<file path="src/pkg/sfp_map.svh">
// Functional notes
// - data input bits are taken on rising serial clock edges
// - output data shifts on falling edge, or rising edge when read-edge select set
// - data output floats while chip select high or pause input low
// - commands ignored until one chip select low-to-high transition after power-up
// - active only while selected; standby waits for programming to finish
// - write-protect input low rejects every array sector write
// - write-protect high allows writes outside the protected sector range only
// - multi-function pin unused by default; setting picks pause input or ready/busy
// - after a sector write array reports busy about 5 ms, refusing access
`ifndef SFP_MAP_SVH
`define SFP_MAP_SVH
`define SFP_CLK_MHZ      125
`define SFP_TWP_US       5000
`define SFP_TWP_CYC      (`SFP_TWP_US * `SFP_CLK_MHZ)
`define SFP_SEC_W        11
`define SFP_BIT_LAST     3'h7
`define SFP_BYTE_MSB     7
`define SFP_IDLE_BYTE    8'hFF
// sync reset matches pin idle levels: sck rests low, the rest high, so no false edge
`define SFP_SYNC_RST     5'h1E
`define SFP_MFP_NC       2'h0
`define SFP_MFP_PAUSE    2'h1
`define SFP_MFP_RDYBSY   2'h2
`endif

</file>
<file path="src/pkg/sfp_pkg.sv">
package sfp_pkg;
  typedef enum logic {SFP_ARR_IDLE, SFP_ARR_BUSY} sfp_arr_state_t;
  typedef logic [7:0] sfp_byte_t;
endpackage

</file>
<file path="src/hdl/sfp_buf2.sv">
`timescale 1ns/10ps
// two-entry buffer; registered outputs, full only when both slots hold data
module sfp_buf2 #(
  parameter int W = 9
) (
  input  wire logic         clk,
  input  wire logic         rst_n,
  input  wire logic [W-1:0] in_data,
  input  wire logic         in_valid,
  output logic              in_ready,
  output logic [W-1:0]      out_data,
  output logic              out_valid,
  input  wire logic         out_ready
);
  logic [W-1:0] head_q, head_d, tail_q, tail_d;
  logic [1:0]   cnt_q, cnt_d;
  logic         push, pop;
  logic         vld_q, rdy_q;

  always_comb begin
    push   = in_valid && (cnt_q != 2'h2);
    pop    = out_ready && (cnt_q != 2'h0);
    head_d = head_q;
    tail_d = tail_q;
    cnt_d  = cnt_q;
    case ({push, pop})
      2'b10: begin
        if (cnt_q == 2'h0) head_d = in_data;
        else tail_d = in_data;
        cnt_d = cnt_q + 2'h1;
      end
      2'b01: begin
        head_d = tail_q;
        cnt_d  = cnt_q - 2'h1;
      end
      2'b11: begin
        if (cnt_q == 2'h1) head_d = in_data;
        else begin
          head_d = tail_q;
          tail_d = in_data;
        end
      end
      default: ;
    endcase
  end

  always_ff @(posedge clk) begin
    if (!rst_n) begin
      head_q <= '0;
      tail_q <= '0;
      cnt_q  <= 2'h0;
      vld_q  <= 1'b0;
      rdy_q  <= 1'b1;
    end else begin
      head_q <= head_d;
      tail_q <= tail_d;
      cnt_q  <= cnt_d;
      vld_q  <= cnt_d != 2'h0;
      rdy_q  <= cnt_d != 2'h2;
    end
  end

  assign out_data  = head_q;
  assign out_valid = vld_q;
  assign in_ready  = rdy_q;
endmodule

</file>
<file path="src/hdl/sfp_frontend.sv">
`timescale 1ns/10ps
`include "sfp_map.svh"
module sfp_frontend
  import sfp_pkg::*;
#(
  parameter int TWP_CYC = `SFP_TWP_CYC
) (
  input  wire logic                 clk,
  input  wire logic                 rst_n,
  input  wire logic                 sck,
  input  wire logic                 cs_n,
  input  wire logic                 si,
  input  wire logic                 wp_n,
  input  wire logic                 mfp_i,
  output logic                      so_o,
  output logic                      so_oe,
  output logic                      mfp_o,
  output logic                      mfp_oe,
  input  wire logic                 read_edge_select,
  input  wire logic [1:0]           mfp_func,
  input  wire logic [`SFP_SEC_W-1:0] prot_lo,
  input  wire logic [`SFP_SEC_W-1:0] prot_hi,
  input  wire logic                 prot_en,
  output logic [7:0]                rx_data,
  output logic                      rx_first,
  output logic                      rx_valid,
  input  wire logic                 rx_ready,
  output logic                      rx_overrun,
  input  wire logic [7:0]           tx_data,
  input  wire logic                 tx_valid,
  output logic                      tx_ready,
  input  wire logic                 wr_req,
  input  wire logic [`SFP_SEC_W-1:0] wr_sector,
  output logic                      wr_grant,
  output logic                      wr_reject,
  input  wire logic                 rd_req,
  output logic                      rd_grant,
  output logic                      rd_reject,
  output logic                      arr_busy,
  output logic                      standby
);
  // synchronisers: stage a feeds stage b only
  logic [4:0] sa_q, sb_q;
  logic       sck_prev_q;
  always_ff @(posedge clk) begin
    if (!rst_n) begin
      sa_q       <= `SFP_SYNC_RST;
      sb_q       <= `SFP_SYNC_RST;
      sck_prev_q <= 1'b0;
    end else begin
      sa_q       <= {mfp_i, wp_n, si, cs_n, sck};
      sb_q       <= sa_q;
      sck_prev_q <= sb_q[0];
    end
  end

  logic sck_s, cs_s, si_s, wp_s, hold_s;
  assign sck_s  = sb_q[0];
  assign cs_s   = sb_q[1];
  assign si_s   = sb_q[2];
  assign wp_s   = sb_q[3];
  assign hold_s = sb_q[4];

  logic sck_rise, sck_fall, pause, out_edge;
  assign sck_rise = sck_s && !sck_prev_q;
  assign sck_fall = !sck_s && sck_prev_q;
  assign pause    = (mfp_func == `SFP_MFP_PAUSE) && !hold_s;
  assign out_edge = read_edge_select ? sck_rise : sck_fall;

  function automatic logic in_prot(input logic [`SFP_SEC_W-1:0] s,
                                   input logic [`SFP_SEC_W-1:0] lo,
                                   input logic [`SFP_SEC_W-1:0] hi);
    in_prot = (s >= lo) && (s <= hi);
  endfunction

  // link side: arming, shifting, output drive
  logic       armed_q, armed_d, cs_prev_q, cs_prev_d;
  logic [2:0] bit_cnt_q, bit_cnt_d, obit_q, obit_d;
  logic [7:0] rx_sh_q, rx_sh_d, tx_sh_q, tx_sh_d;
  logic       first_q, first_d, so_q, so_d, so_oe_q, so_oe_d;
  logic       ovr_q, ovr_d, txr_q, txr_d;
  logic       rx_push, buf_in_ready, run;
  logic [7:0] rx_byte;

  assign run = armed_q && !cs_s && !pause;

  always_comb begin
    armed_d   = armed_q;
    cs_prev_d = cs_s;
    bit_cnt_d = bit_cnt_q;
    obit_d    = obit_q;
    rx_sh_d   = rx_sh_q;
    tx_sh_d   = tx_sh_q;
    first_d   = first_q;
    so_d      = so_q;
    ovr_d     = 1'b0;
    txr_d     = 1'b0;
    rx_push   = 1'b0;
    rx_byte   = {rx_sh_q[6:0], si_s};
    if (cs_s && !cs_prev_q) armed_d = 1'b1;
    if (cs_s) begin
      bit_cnt_d = 3'h0;
      obit_d    = 3'h0;
      first_d   = 1'b1;
      tx_sh_d   = tx_valid ? tx_data : `SFP_IDLE_BYTE;
      txr_d     = tx_valid && !tx_ready;
      so_d      = tx_sh_d[`SFP_BYTE_MSB];
    end else if (run) begin
      if (sck_rise) begin
        rx_sh_d   = rx_byte;
        bit_cnt_d = bit_cnt_q + 3'h1;
        if (bit_cnt_q == `SFP_BIT_LAST) begin
          rx_push = 1'b1;
          first_d = 1'b0;
          ovr_d   = !buf_in_ready;
        end
      end
      if (out_edge) begin
        obit_d = obit_q + 3'h1;
        if (obit_q == `SFP_BIT_LAST) begin
          tx_sh_d = tx_valid ? tx_data : `SFP_IDLE_BYTE;
          txr_d   = tx_valid;
        end else begin
          tx_sh_d = {tx_sh_q[6:0], 1'b0};
        end
        so_d = tx_sh_d[`SFP_BYTE_MSB];
      end
    end
    so_oe_d = armed_q && !cs_s && !pause;
  end

  always_ff @(posedge clk) begin
    if (!rst_n) begin
      armed_q   <= 1'b0;
      cs_prev_q <= 1'b1;
      bit_cnt_q <= 3'h0;
      obit_q    <= 3'h0;
      rx_sh_q   <= 8'h00;
      tx_sh_q   <= `SFP_IDLE_BYTE;
      first_q   <= 1'b1;
      so_q      <= 1'b1;
      so_oe_q   <= 1'b0;
      ovr_q     <= 1'b0;
      txr_q     <= 1'b0;
    end else begin
      armed_q   <= armed_d;
      cs_prev_q <= cs_prev_d;
      bit_cnt_q <= bit_cnt_d;
      obit_q    <= obit_d;
      rx_sh_q   <= rx_sh_d;
      tx_sh_q   <= tx_sh_d;
      first_q   <= first_d;
      so_q      <= so_d;
      so_oe_q   <= so_oe_d;
      ovr_q     <= ovr_d;
      txr_q     <= txr_d;
    end
  end

  // received bytes wait here so a slow consumer loses nothing short of a third byte
  sfp_buf2 #(.W(9)) u_rxbuf (
    .clk       (clk),
    .rst_n     (rst_n),
    .in_data   ({first_q, rx_byte}),
    .in_valid  (rx_push),
    .in_ready  (buf_in_ready),
    .out_data  ({rx_first, rx_data}),
    .out_valid (rx_valid),
    .out_ready (rx_ready)
  );

  // array side: protection check and program busy timer
  sfp_arr_state_t st_q, st_d;
  logic [19:0]    tmr_q, tmr_d;
  logic           wg_q, wg_d, wj_q, wj_d, rg_q, rg_d, rj_q, rj_d;
  logic           sb_q2, sb_d2, mo_q, mo_d, moe_q, moe_d;
  logic           wr_ok;

  assign wr_ok = wp_s && !(prot_en && in_prot(wr_sector, prot_lo, prot_hi));

  always_comb begin
    st_d  = st_q;
    tmr_d = tmr_q;
    wg_d  = 1'b0;
    wj_d  = 1'b0;
    rg_d  = rd_req && (st_q == SFP_ARR_IDLE);
    rj_d  = rd_req && (st_q == SFP_ARR_BUSY);
    case (st_q)
      SFP_ARR_IDLE: begin
        if (wr_req) begin
          wg_d = wr_ok;
          wj_d = !wr_ok;
          if (wr_ok) begin
            st_d  = SFP_ARR_BUSY;
            tmr_d = 20'(TWP_CYC - 1);
          end
        end
      end
      SFP_ARR_BUSY: begin
        wj_d = wr_req;
        if (tmr_q == 20'h0) st_d = SFP_ARR_IDLE;
        else tmr_d = tmr_q - 20'h1;
      end
      default: st_d = SFP_ARR_IDLE;
    endcase
    sb_d2 = cs_s && (st_d == SFP_ARR_IDLE);
    moe_d = mfp_func == `SFP_MFP_RDYBSY;
    mo_d  = st_d == SFP_ARR_IDLE;
  end

  always_ff @(posedge clk) begin
    if (!rst_n) begin
      st_q  <= SFP_ARR_IDLE;
      tmr_q <= 20'h0;
      wg_q  <= 1'b0;
      wj_q  <= 1'b0;
      rg_q  <= 1'b0;
      rj_q  <= 1'b0;
      sb_q2 <= 1'b1;
      mo_q  <= 1'b1;
      moe_q <= 1'b0;
    end else begin
      st_q  <= st_d;
      tmr_q <= tmr_d;
      wg_q  <= wg_d;
      wj_q  <= wj_d;
      rg_q  <= rg_d;
      rj_q  <= rj_d;
      sb_q2 <= sb_d2;
      mo_q  <= mo_d;
      moe_q <= moe_d;
    end
  end

  assign so_o       = so_q;
  assign so_oe      = so_oe_q;
  assign mfp_o      = mo_q;
  assign mfp_oe     = moe_q;
  assign rx_overrun = ovr_q;
  assign tx_ready   = txr_q;
  assign wr_grant   = wg_q;
  assign wr_reject  = wj_q;
  assign rd_grant   = rg_q;
  assign rd_reject  = rj_q;
  assign arr_busy   = st_q == SFP_ARR_BUSY;
  assign standby    = sb_q2;
endmodule

</file>
<file path="config.mk">
export PLATFORM = sky130hd
export DESIGN_NAME = sfp_frontend
export DESIGN_NICKNAME = d
export VERILOG_FILES = /design/src/pkg/sfp_pkg.sv /design/src/hdl/sfp_buf2.sv /design/src/hdl/sfp_frontend.sv
export VERILOG_INCLUDE_DIRS = /design/src /design/src/pkg
export SDC_FILE = /design/constraint.sdc
export NUM_CORES = 1
export LEC_CHECK = 0
export ABC_CLOCK_PERIOD_IN_PS = 3600
export BUFFER_PORTS_ARGS = -buffer_cell sky130_fd_sc_hd__buf_2
export CELL_PAD_IN_SITES_DETAIL_PLACEMENT = 1
export CELL_PAD_IN_SITES_GLOBAL_PLACEMENT = 1
export CORE_UTILIZATION = 35
export CTS_BUF_LIST = sky130_fd_sc_hd__clkbuf_8
export CTS_CLUSTER_DIAMETER = 60
export CTS_CLUSTER_SIZE = 14
export DETAILED_ROUTE_END_ITERATION = 7
export PLACE_DENSITY_LB_ADDON = 0.1
export SLEW_MARGIN = 20
export SYNTH_ARGS = -nofsm -noshare
export SYNTH_HDL_FRONTEND = slang
export SYNTH_SLANG_ARGS = --single-unit
</file>
<file path="constraint.sdc">
create_clock -name clk -period 3.6 [get_ports clk]
set_input_delay 0.36 -clock clk [delete_from_list [all_inputs] [get_ports clk]]
set_output_delay 0.36 -clock clk [all_outputs]
set_load 0.1 [all_outputs]
</file>
==> run summary, run 1 <==
The flow ran to the end, and the final reports show no timing, DRC or antenna violations. The site row count came out at 39. After the first detailed-routing iteration, the DRC count stood at 127. The tools report the global-route usage over all layers as 17.8%. The run gives 0 ns as the sum of negative setup slack. STA classifies the critical path endpoint as a flop. The worst hold path belongs to the class primary input to flop. The mean area per synthesized cell works out to 8.94 um2. The synthesized design contains 0 enable-type register cells. The fraction of final layout cells sized beyond drive strength 1 was 20.1%; the maximum VDD drop was 201 uV.

The number of nets in the layout came out at 637. The run gives 4260 um2 as the netlist area before placement. The core region is 11700 um2.

For the number of nets still failing antenna checks after routing, the log shows 0. The global-route wire length before repair is 17900 um. The most frequent cell after synthesis is sky130_fd_sc_hd__dfxtp_1. The number of hold buffers added after CTS was 0. The top cell type by area accounts for 41.3% of the synthesized area. 78 I/O pins were placed. Number of fill cells in the layout: 1396. In this run the number of H-tree levels came out at 3. For this run the aggregate overflow at the end of global routing stands at 0.

Setup violations remaining at the end of the flow were counted as 0. Number of maximum-capacitance violations: 0. The minimum clock period was 2.80 ns. Of the available clock period, the critical path in the final layout requires 77.9%. The run gives 0 as the final antenna diode count. Static timing analysis puts the maximum clock frequency at 357 MHz. The via count came out at 3690. The HPWL after detailed placement is 7700 um. Clock tree synthesis inserted a total of 9 buffers. Setup repair after global routing left no endpoint under its margin.

In this run the clock root is driven by a sky130_fd_sc_hd__clkbuf_8. The number of global-route vias before repair was 3801. Measured along the y axis, the die boundary spans 112 um.

STA puts the critical path data required time at 3.89 ns. The sequential fraction of the synthesis area was 41.3%. The run gives 12600 um2 as the area enclosed by the die boundary. TritonCTS built the clock tree.

Sorting the synthesized cells by how often they occur yields sky130_fd_sc_hd__dfxtp_1 (88), sky130_fd_sc_hd__nor2_1 (52), sky130_fd_sc_hd__inv_1 (35). Once layout is done, the placed cells without fillers occupy 4970 um2. Clock-pin slew was measured on the worst setup and hold paths at 0.09 ns.

The setup skew after layout is 0.00859 ns. For the sum of met2 wire segment lengths after detailed routing, the log shows 4840 um. By area the synthesized netlist is led by sky130_fd_sc_hd__dfxtp_1 (41%), sky130_fd_sc_hd__ha_1 (9.7%), sky130_fd_sc_hd__mux2i_1 (4.9%).

The congestion estimate from routability-driven global placement came to 0.728. In the synthesized netlist the dominant register cell turns out to be sky130_fd_sc_hd__dfxtp_1. The count of cells in the finished layout, fillers not included, comes to 696. Number of clock sinks seen by CTS: 88. Across all hold checks on the routed design, the worst slack comes to 0.164 ns.

Of all flip-flops after synthesis, the portion carrying an async set or reset was 0%. Startpoint class of the critical path: a flop. The initial utilization of the core area, before any placement, comes to 36.6%. Number of detailed-route iterations in the first pass: 4. Largest area contributor in the synthesized netlist: sky130_fd_sc_hd__dfxtp_1. Using the TritonRoute via totals, the vias-per-cell ratio works out to 5.30. The area added between synthesis and finish was 16.6%.

At the pin with the least slew margin, the transition time is 0.986 ns. Dividing the detail-routed wire length by the instance count gives 14.9 um. Summing all placed instances gives a cell area of 4790 um2. The floorplan step set the die width to 112 um. Of all nets on the critical path, the largest fanout is 12. The number of setup buffers added after CTS is 0.

The data arrival time of the worst path was 3.09 ns. The tools report the total met3 wirelength after detailed routing as 359 um. The wire length on met1 is 4960 um, and the final hold violation count is 0. The post-cts repair resize count came out at 0. For the count of final max-slew check failures, the log shows 0.

The tools report the post-placement cell count as 680. The power density over cell area is 425 nW/um2, and the count of port buffers added during placement is 77. In this run, synthesis produced a sequential element count of 88. The tools report the number of instances in the synthesized netlist as 477.

The number of distinct library cells after synthesis was 51; the number of buffers on the longest clock path was 2. The logs give 45 for the maximum number of pins on one net before global-route repair and 2.14 nW for the leakage dissipation. For the initial antenna violation count, the log shows 0. The type of the setup path with the least slack is flop to flop.

Measured on the finished design, the core utilization comes to 42.6%. The clock reaches the later pin of the worst-skew pair after 0.37 ns. The Yosys step of the flow raised 0 warnings.

The final layout contains routed wiring with a total length of 10300 um. Measured against its own limit, the worst slew margin works out to 34.0%. The number of nets in the synthesized netlist is 566. In this run the top signal layer used is met4.

For this run, design rule violations remaining after detail routing come to 0.
## per-stage QoR
step	power, mW	setup slack (ns)
6_report	2.11	0.796
5_1_grt	2.23	0.461
4_1_cts	2.14	0.719
3_5_place_dp	1.51	0.768
3_3_place_gp	1.50	0.914
2_1_floorplan	1.39	1.28
## worst max-delay path, cell delays in order, from the launching register on
cell and delay, ns:
sky130_fd_sc_hd__dfxtp_1 0.38, sky130_fd_sc_hd__nand2b_1 0.23, sky130_fd_sc_hd__a2111oi_4 0.34, sky130_fd_sc_hd__buf_4 0.27, sky130_fd_sc_hd__nand3_1 0.14, sky130_fd_sc_hd__inv_1 0.12, sky130_fd_sc_hd__ha_1 0.20, sky130_fd_sc_hd__a21oi_1 0.08
sky130_fd_sc_hd__nor2_1 0.54, sky130_fd_sc_hd__a22oi_1 0.15, sky130_fd_sc_hd__a211oi_1 0.27
## where the power goes
| part | switching, mW | leakage (nW) | internal (mW) | total, mW |
|---|---|---|---|---|
| logic | 0.266 | 1.33 | 0.150 | 0.416 |
| clock network | 0.361 | 0.0948 | 0.266 | 0.627 |
| registers | 0.0460 | 0.718 | 1.02 | 1.07 |
| total | 0.673 | 2.14 | 1.44 | 2.11 |
## sequential cells by signal (all words and copies together) (netlist names), 2 cells and up
name	flops
tmr_q	20
u_rxbuf.out_data	9
u_rxbuf.tail_q	9
rx_sh_q	7
tx_sh_q	7
sa_q	5
sb_q	5
bit_cnt_q	3
obit_q	3
u_rxbuf.cnt_q	2
## cells in the final DEF (no fill, tap or decap), types with 3 or more instances in the layout
cell type / instances
sky130_fd_sc_hd__dfxtp_1: 88
sky130_fd_sc_hd__buf_2: 77
sky130_fd_sc_hd__nor2_1: 52
sky130_fd_sc_hd__inv_1: 37
sky130_fd_sc_hd__nand2_1: 34
sky130_fd_sc_hd__ha_1: 33
sky130_fd_sc_hd__mux2i_1: 21
sky130_fd_sc_hd__a211oi_1: 19
sky130_fd_sc_hd__o21ai_0: 19
sky130_fd_sc_hd__a21oi_1: 18
sky130_fd_sc_hd__o211ai_1: 12
sky130_fd_sc_hd__nand2b_1: 10
sky130_fd_sc_hd__clkbuf_8: 10
sky130_fd_sc_hd__nor2b_1: 9
sky130_fd_sc_hd__nand3_1: 9
sky130_fd_sc_hd__a22oi_1: 9
sky130_fd_sc_hd__nand3b_1: 8
sky130_fd_sc_hd__nor3_1: 8
sky130_fd_sc_hd__a31oi_1: 7
sky130_fd_sc_hd__buf_4: 7
sky130_fd_sc_hd__o31ai_1: 6
sky130_fd_sc_hd__a21o_1: 4
sky130_fd_sc_hd__and2_1: 4
sky130_fd_sc_hd__nand4_1: 4
sky130_fd_sc_hd__nor4_1: 4
sky130_fd_sc_hd__or2_2: 3
sky130_fd_sc_hd__o2111a_1: 3
## path summary, 6_finish.rpt
| check | endpoint | from | cells after the start | slack, ns |
|---|---|---|---|---|
| setup / recovery | u_rxbuf.out_data[2]$_SDFFE_PN0P_ | sb_q[1]$_SDFF_PN1_ | 10 | 0.80 |
| hold / removal | sa_q[2]$_SDFF_PN1_ | si | 2 | 0.16 |
| hold reg to reg | sb_q[1]$_SDFF_PN1_ | sa_q[1]$_SDFF_PN1_ | 1 | 0.42 |
| setup reg to reg | u_rxbuf.out_data[2]$_SDFFE_PN0P_ | sb_q[1]$_SDFF_PN1_ | 10 | 0.80 |
## routing by layer
metal | track usage (%) | vias to the layer above
li1 | - | 1838
met1 | 22.5 | 1762
met3 | 2.97 | 16
met5 | 0 | -
met4 | 7.56 | 0
met2 | 30.2 | 74
## logic make-up after synthesis
family	count (synthesis)	share of synthesized area [%]
simple gates	158	18.9
compound gates	115	19.1
flops	88	41.3
buf+inv	59	5.37
fa+ha+maj	33	9.69
mux	21	4.93
xor+xnor	3	0.616
## final cells by class
type	instances	area, um2	area share [%]
multi-input combinational	330	2280	46.0
sequential	88	1760	35.4
tap	143	179	3.60
timing repair buffer	84	438	8.81
inverter	35	131	2.64
clock inverter	6	37.5	0.755
clock buffer	10	138	2.77
Power figures use the tool's default switching activity.
==> run 2, diff against run 1 <==
--- a/config.mk
+++ b/config.mk
@@ -6,7 +6,7 @@
 export SDC_FILE = /design/constraint.sdc
 export NUM_CORES = 1
 export LEC_CHECK = 0
-export ABC_CLOCK_PERIOD_IN_PS = 3600
+export ABC_CLOCK_PERIOD_IN_PS = 2500
 export BUFFER_PORTS_ARGS = -buffer_cell sky130_fd_sc_hd__buf_2
 export CELL_PAD_IN_SITES_DETAIL_PLACEMENT = 1
 export CELL_PAD_IN_SITES_GLOBAL_PLACEMENT = 1
==> constraint.sdc (replaced) <==
create_clock -name clk -period 2.5 [get_ports clk]
set_input_delay 0.25 -clock clk [delete_from_list [all_inputs] [get_ports clk]]
set_output_delay 0.25 -clock clk [all_outputs]
set_load 0.1 [all_outputs]
==> run 2 against run 1 <==
Compared with the run above:
- clock skew rose by 0.0026 ns
- cell count rose by 2.2%
- critical endpoint is now tmr_q[6]$_SDFFE_PN0P_
- utilization rose by 1.2 points
- highest routed layer unchanged
==> run summary, run 2 (same netlist as run 1, synthesis figures left out) <==
Count of final max-slew check failures: 0. The count of buffers added on input and output ports is 77. The run finished with clean final reports.

The root buffer cell was sky130_fd_sc_hd__clkbuf_8. The region available for standard cell placement spans 11700 um2. From left edge to right edge, the die measures 112 um. The first global-routing pass estimated 17700 um of wire.

The run gives 12600 um2 as the area enclosed by the die boundary. Counting the buffers created by CTS gives 9. The CTS H-tree depth was 3. Cells with a size suffix above 1 make up 22.5% of the layout.

The final weighted congestion of routability-driven global placement is 0.761, and the number of vias per cell is 5.17. Across all register-to-register paths, the minimum setup slack is 0.16 ns. The worst path in the final design needs a cycle of 2.34 ns, including I/O delays and setup. The tools report the total detailed-routing wirelength as 10300 um. The worst hold path class was primary input to flop. Setup repair after global routing left no endpoint under its margin.

The run gives 0 ns as the sum of negative setup slack. After the flow finishes, the layout carries non-filler instances totaling 711. For this run, design rule violations remaining after detail routing come to 0.

The final hold violation count was 0; the initial standard-cell utilization of the core was 36.6%. Including well taps, the total number of placed cells is 695. 0 antenna diodes ended up in the layout.

Clock-pin slew was measured on the worst setup and hold paths at 0.09 ns. The clock arrives with 0.0112 ns of skew. The critical path starts at tmr_q[9]$_SDFFE_PN0P_.

Compared with the post-synthesis result, the final layout area differs by 19.8%. The number of buffers inserted by hold repair at cts was 0; the number of flip-flops under the largest register name was 20. By startpoint and endpoint, the worst setup path is classified as flop to flop. TritonCTS built the clock tree. Clock tree synthesis found a total of 88 sinks. In the final design database the tool counted 652 nets. Vertical die dimension: 112 um. The post-DP HPWL is 7740 um. The logs give 3679 for the via count and 2.73 ns for the required arrival time at the worst endpoint. Global routing used 17.4% of the available tracks. Counting flops per register, the top entry is tmr_q. Timing would allow up to 428 MHz. The tools report the type of destination of the critical path as a flop. The initial antenna violation count is 0, and the number of global-route vias before repair is 3747. For this design the static power due to leakage is 2.22 nW. Leaving out fill and tap cells, the most frequent cell in the layout is sky130_fd_sc_hd__dfxtp_1.

The average wire per cell in the routed design works out to 14.5 um. The top cell types in the final layout, fill and taps aside, are sky130_fd_sc_hd__dfxtp_1 (88), sky130_fd_sc_hd__buf_2 (77), sky130_fd_sc_hd__nor2_1 (52). After floorplanning, the core was divided into 39 placement rows. The power density over cell area is 620 nW/um2.

Boundary pin count: 78. In this run the critical register-to-register path is captured at tmr_q[6]$_SDFFE_PN0P_. The number of buffers on the longest clock path is 2, and the actual slew at the worst max-slew pin is 0.582 ns.

For the worst flop-to-flop path, the logic depth is 7. The tools report the worst flop-to-flop path startpoint as tmr_q[9]$_SDFFE_PN0P_. The tools report the startpoint class of the critical path as a flop. In this run the worst path has a maximum fanout of 7.

The clock network latency to the later pin of the worst-skew pair is 0.36 ns, and the final worst-path cycle share is 93.6%. Setup violations remaining at the end of the flow were counted as 0. The most critical setup path has its endpoint at tmr_q[6]$_SDFFE_PN0P_. The first detailed-routing pass took 4 iterations. Entering global routing, the biggest net connects 44 pins. In this run the remaining antenna-violating nets after routing total 0. For the total congestion overflow, the log shows 0. Max-cap violations in this run came to 0. For this block, the initial DRC count from the detailed router was 99. The data arrival time of the worst path was 2.57 ns; the maximum VDD drop was 242 uV.

Headroom to the max-slew limit came out at 60.2%.
run 2: changes by cell type in the layout (fill, tap and decap cells not counted), sizes merged:
cell | previous run | this run
clkbuf | 10 | 9
inv | 37 | 38
buf | 84 | 99
clkinvlp | 1 | 0
bufinv | 0 | 1
run 2: per-stage QoR:
step	worst slack (ns)	power [mW]	instance area, um2	utilization (%)	hold slack, ns
2_1_floorplan	0.183	1.99	4260	-	0.322
3_3_place_gp	0.121	2.19	4910	42.1	0.389
3_5_place_dp	0.0634	2.22	4910	42.1	0.396
4_1_cts	0.0494	3.22	5100	43.7	0.0475
5_1_grt	0.00841	3.35	5110	43.8	0.0674
6_report	0.161	3.17	5110	43.8	0.0689
run 2: repair_timing:
item                                    in CTS  in global routing
gates resized for setup                      0                  1
buffers inserted                             0                  0
hold endpoints to repair                     0                  0
endpoints found under the setup margin       0                  9
run 2: how the worst min path moves through the flow:
stage / startpoint / slack, ns / end / cells after the start
CTS: wp_n / 0.05 / sa_q[3]$_SDFF_PN1_ / 2
detailed placement: sa_q[1]$_SDFF_PN1_ / 0.40 / sb_q[1]$_SDFF_PN1_ / 1
global route: si / 0.07 / sa_q[2]$_SDFF_PN1_ / 2
floorplan: mfp_func[0] / 0.32 / mfp_oe$_SDFF_PN0_ / 1
global placement: sa_q[2]$_SDFF_PN1_ / 0.39 / sb_q[2]$_SDFF_PN1_ / 1
finish: wp_n / 0.07 / sa_q[3]$_SDFF_PN1_ / 2
run 2: layer usage:
layer  wire (um)  vias up  part of all wire, %  track usage (%)
met1        5000     1735                   49             21.8
li1            -     1871                    -                -
met2        4840       62                   47             30.1
met3         332       11                  3.2             2.92
met5           0        -                    0                0
met4         134        0                  1.3             6.67
run 2: area by class of cell:
cell class              instances  area (um2)
fillers                      1410        6560
multi-input cells             330        2290
flip-flops and latches         88        1760
repair buffers                 99         551
well taps                     143         179
inverters                      35         131
clock buffers                   9         124
clock inverters                 7        70.1
run 2: critical path, stage by stage, from the launching register on:
cell and delay [ns]:
sky130_fd_sc_hd__dfxtp_1 0.36, sky130_fd_sc_hd__or3_4 0.43, sky130_fd_sc_hd__nand4bb_4 0.29, sky130_fd_sc_hd__or3_1 0.38, sky130_fd_sc_hd__o21a_1 0.31, sky130_fd_sc_hd__a21oi_2 0.16, sky130_fd_sc_hd__buf_4 0.17, sky130_fd_sc_hd__o211ai_1 0.11
run 2: power breakdown:
group | internal [mW] | switching [mW]
Combinational | 0.249 | 0.395
Sequential | 1.47 | 0.0627
Clock | 0.464 | 0.523
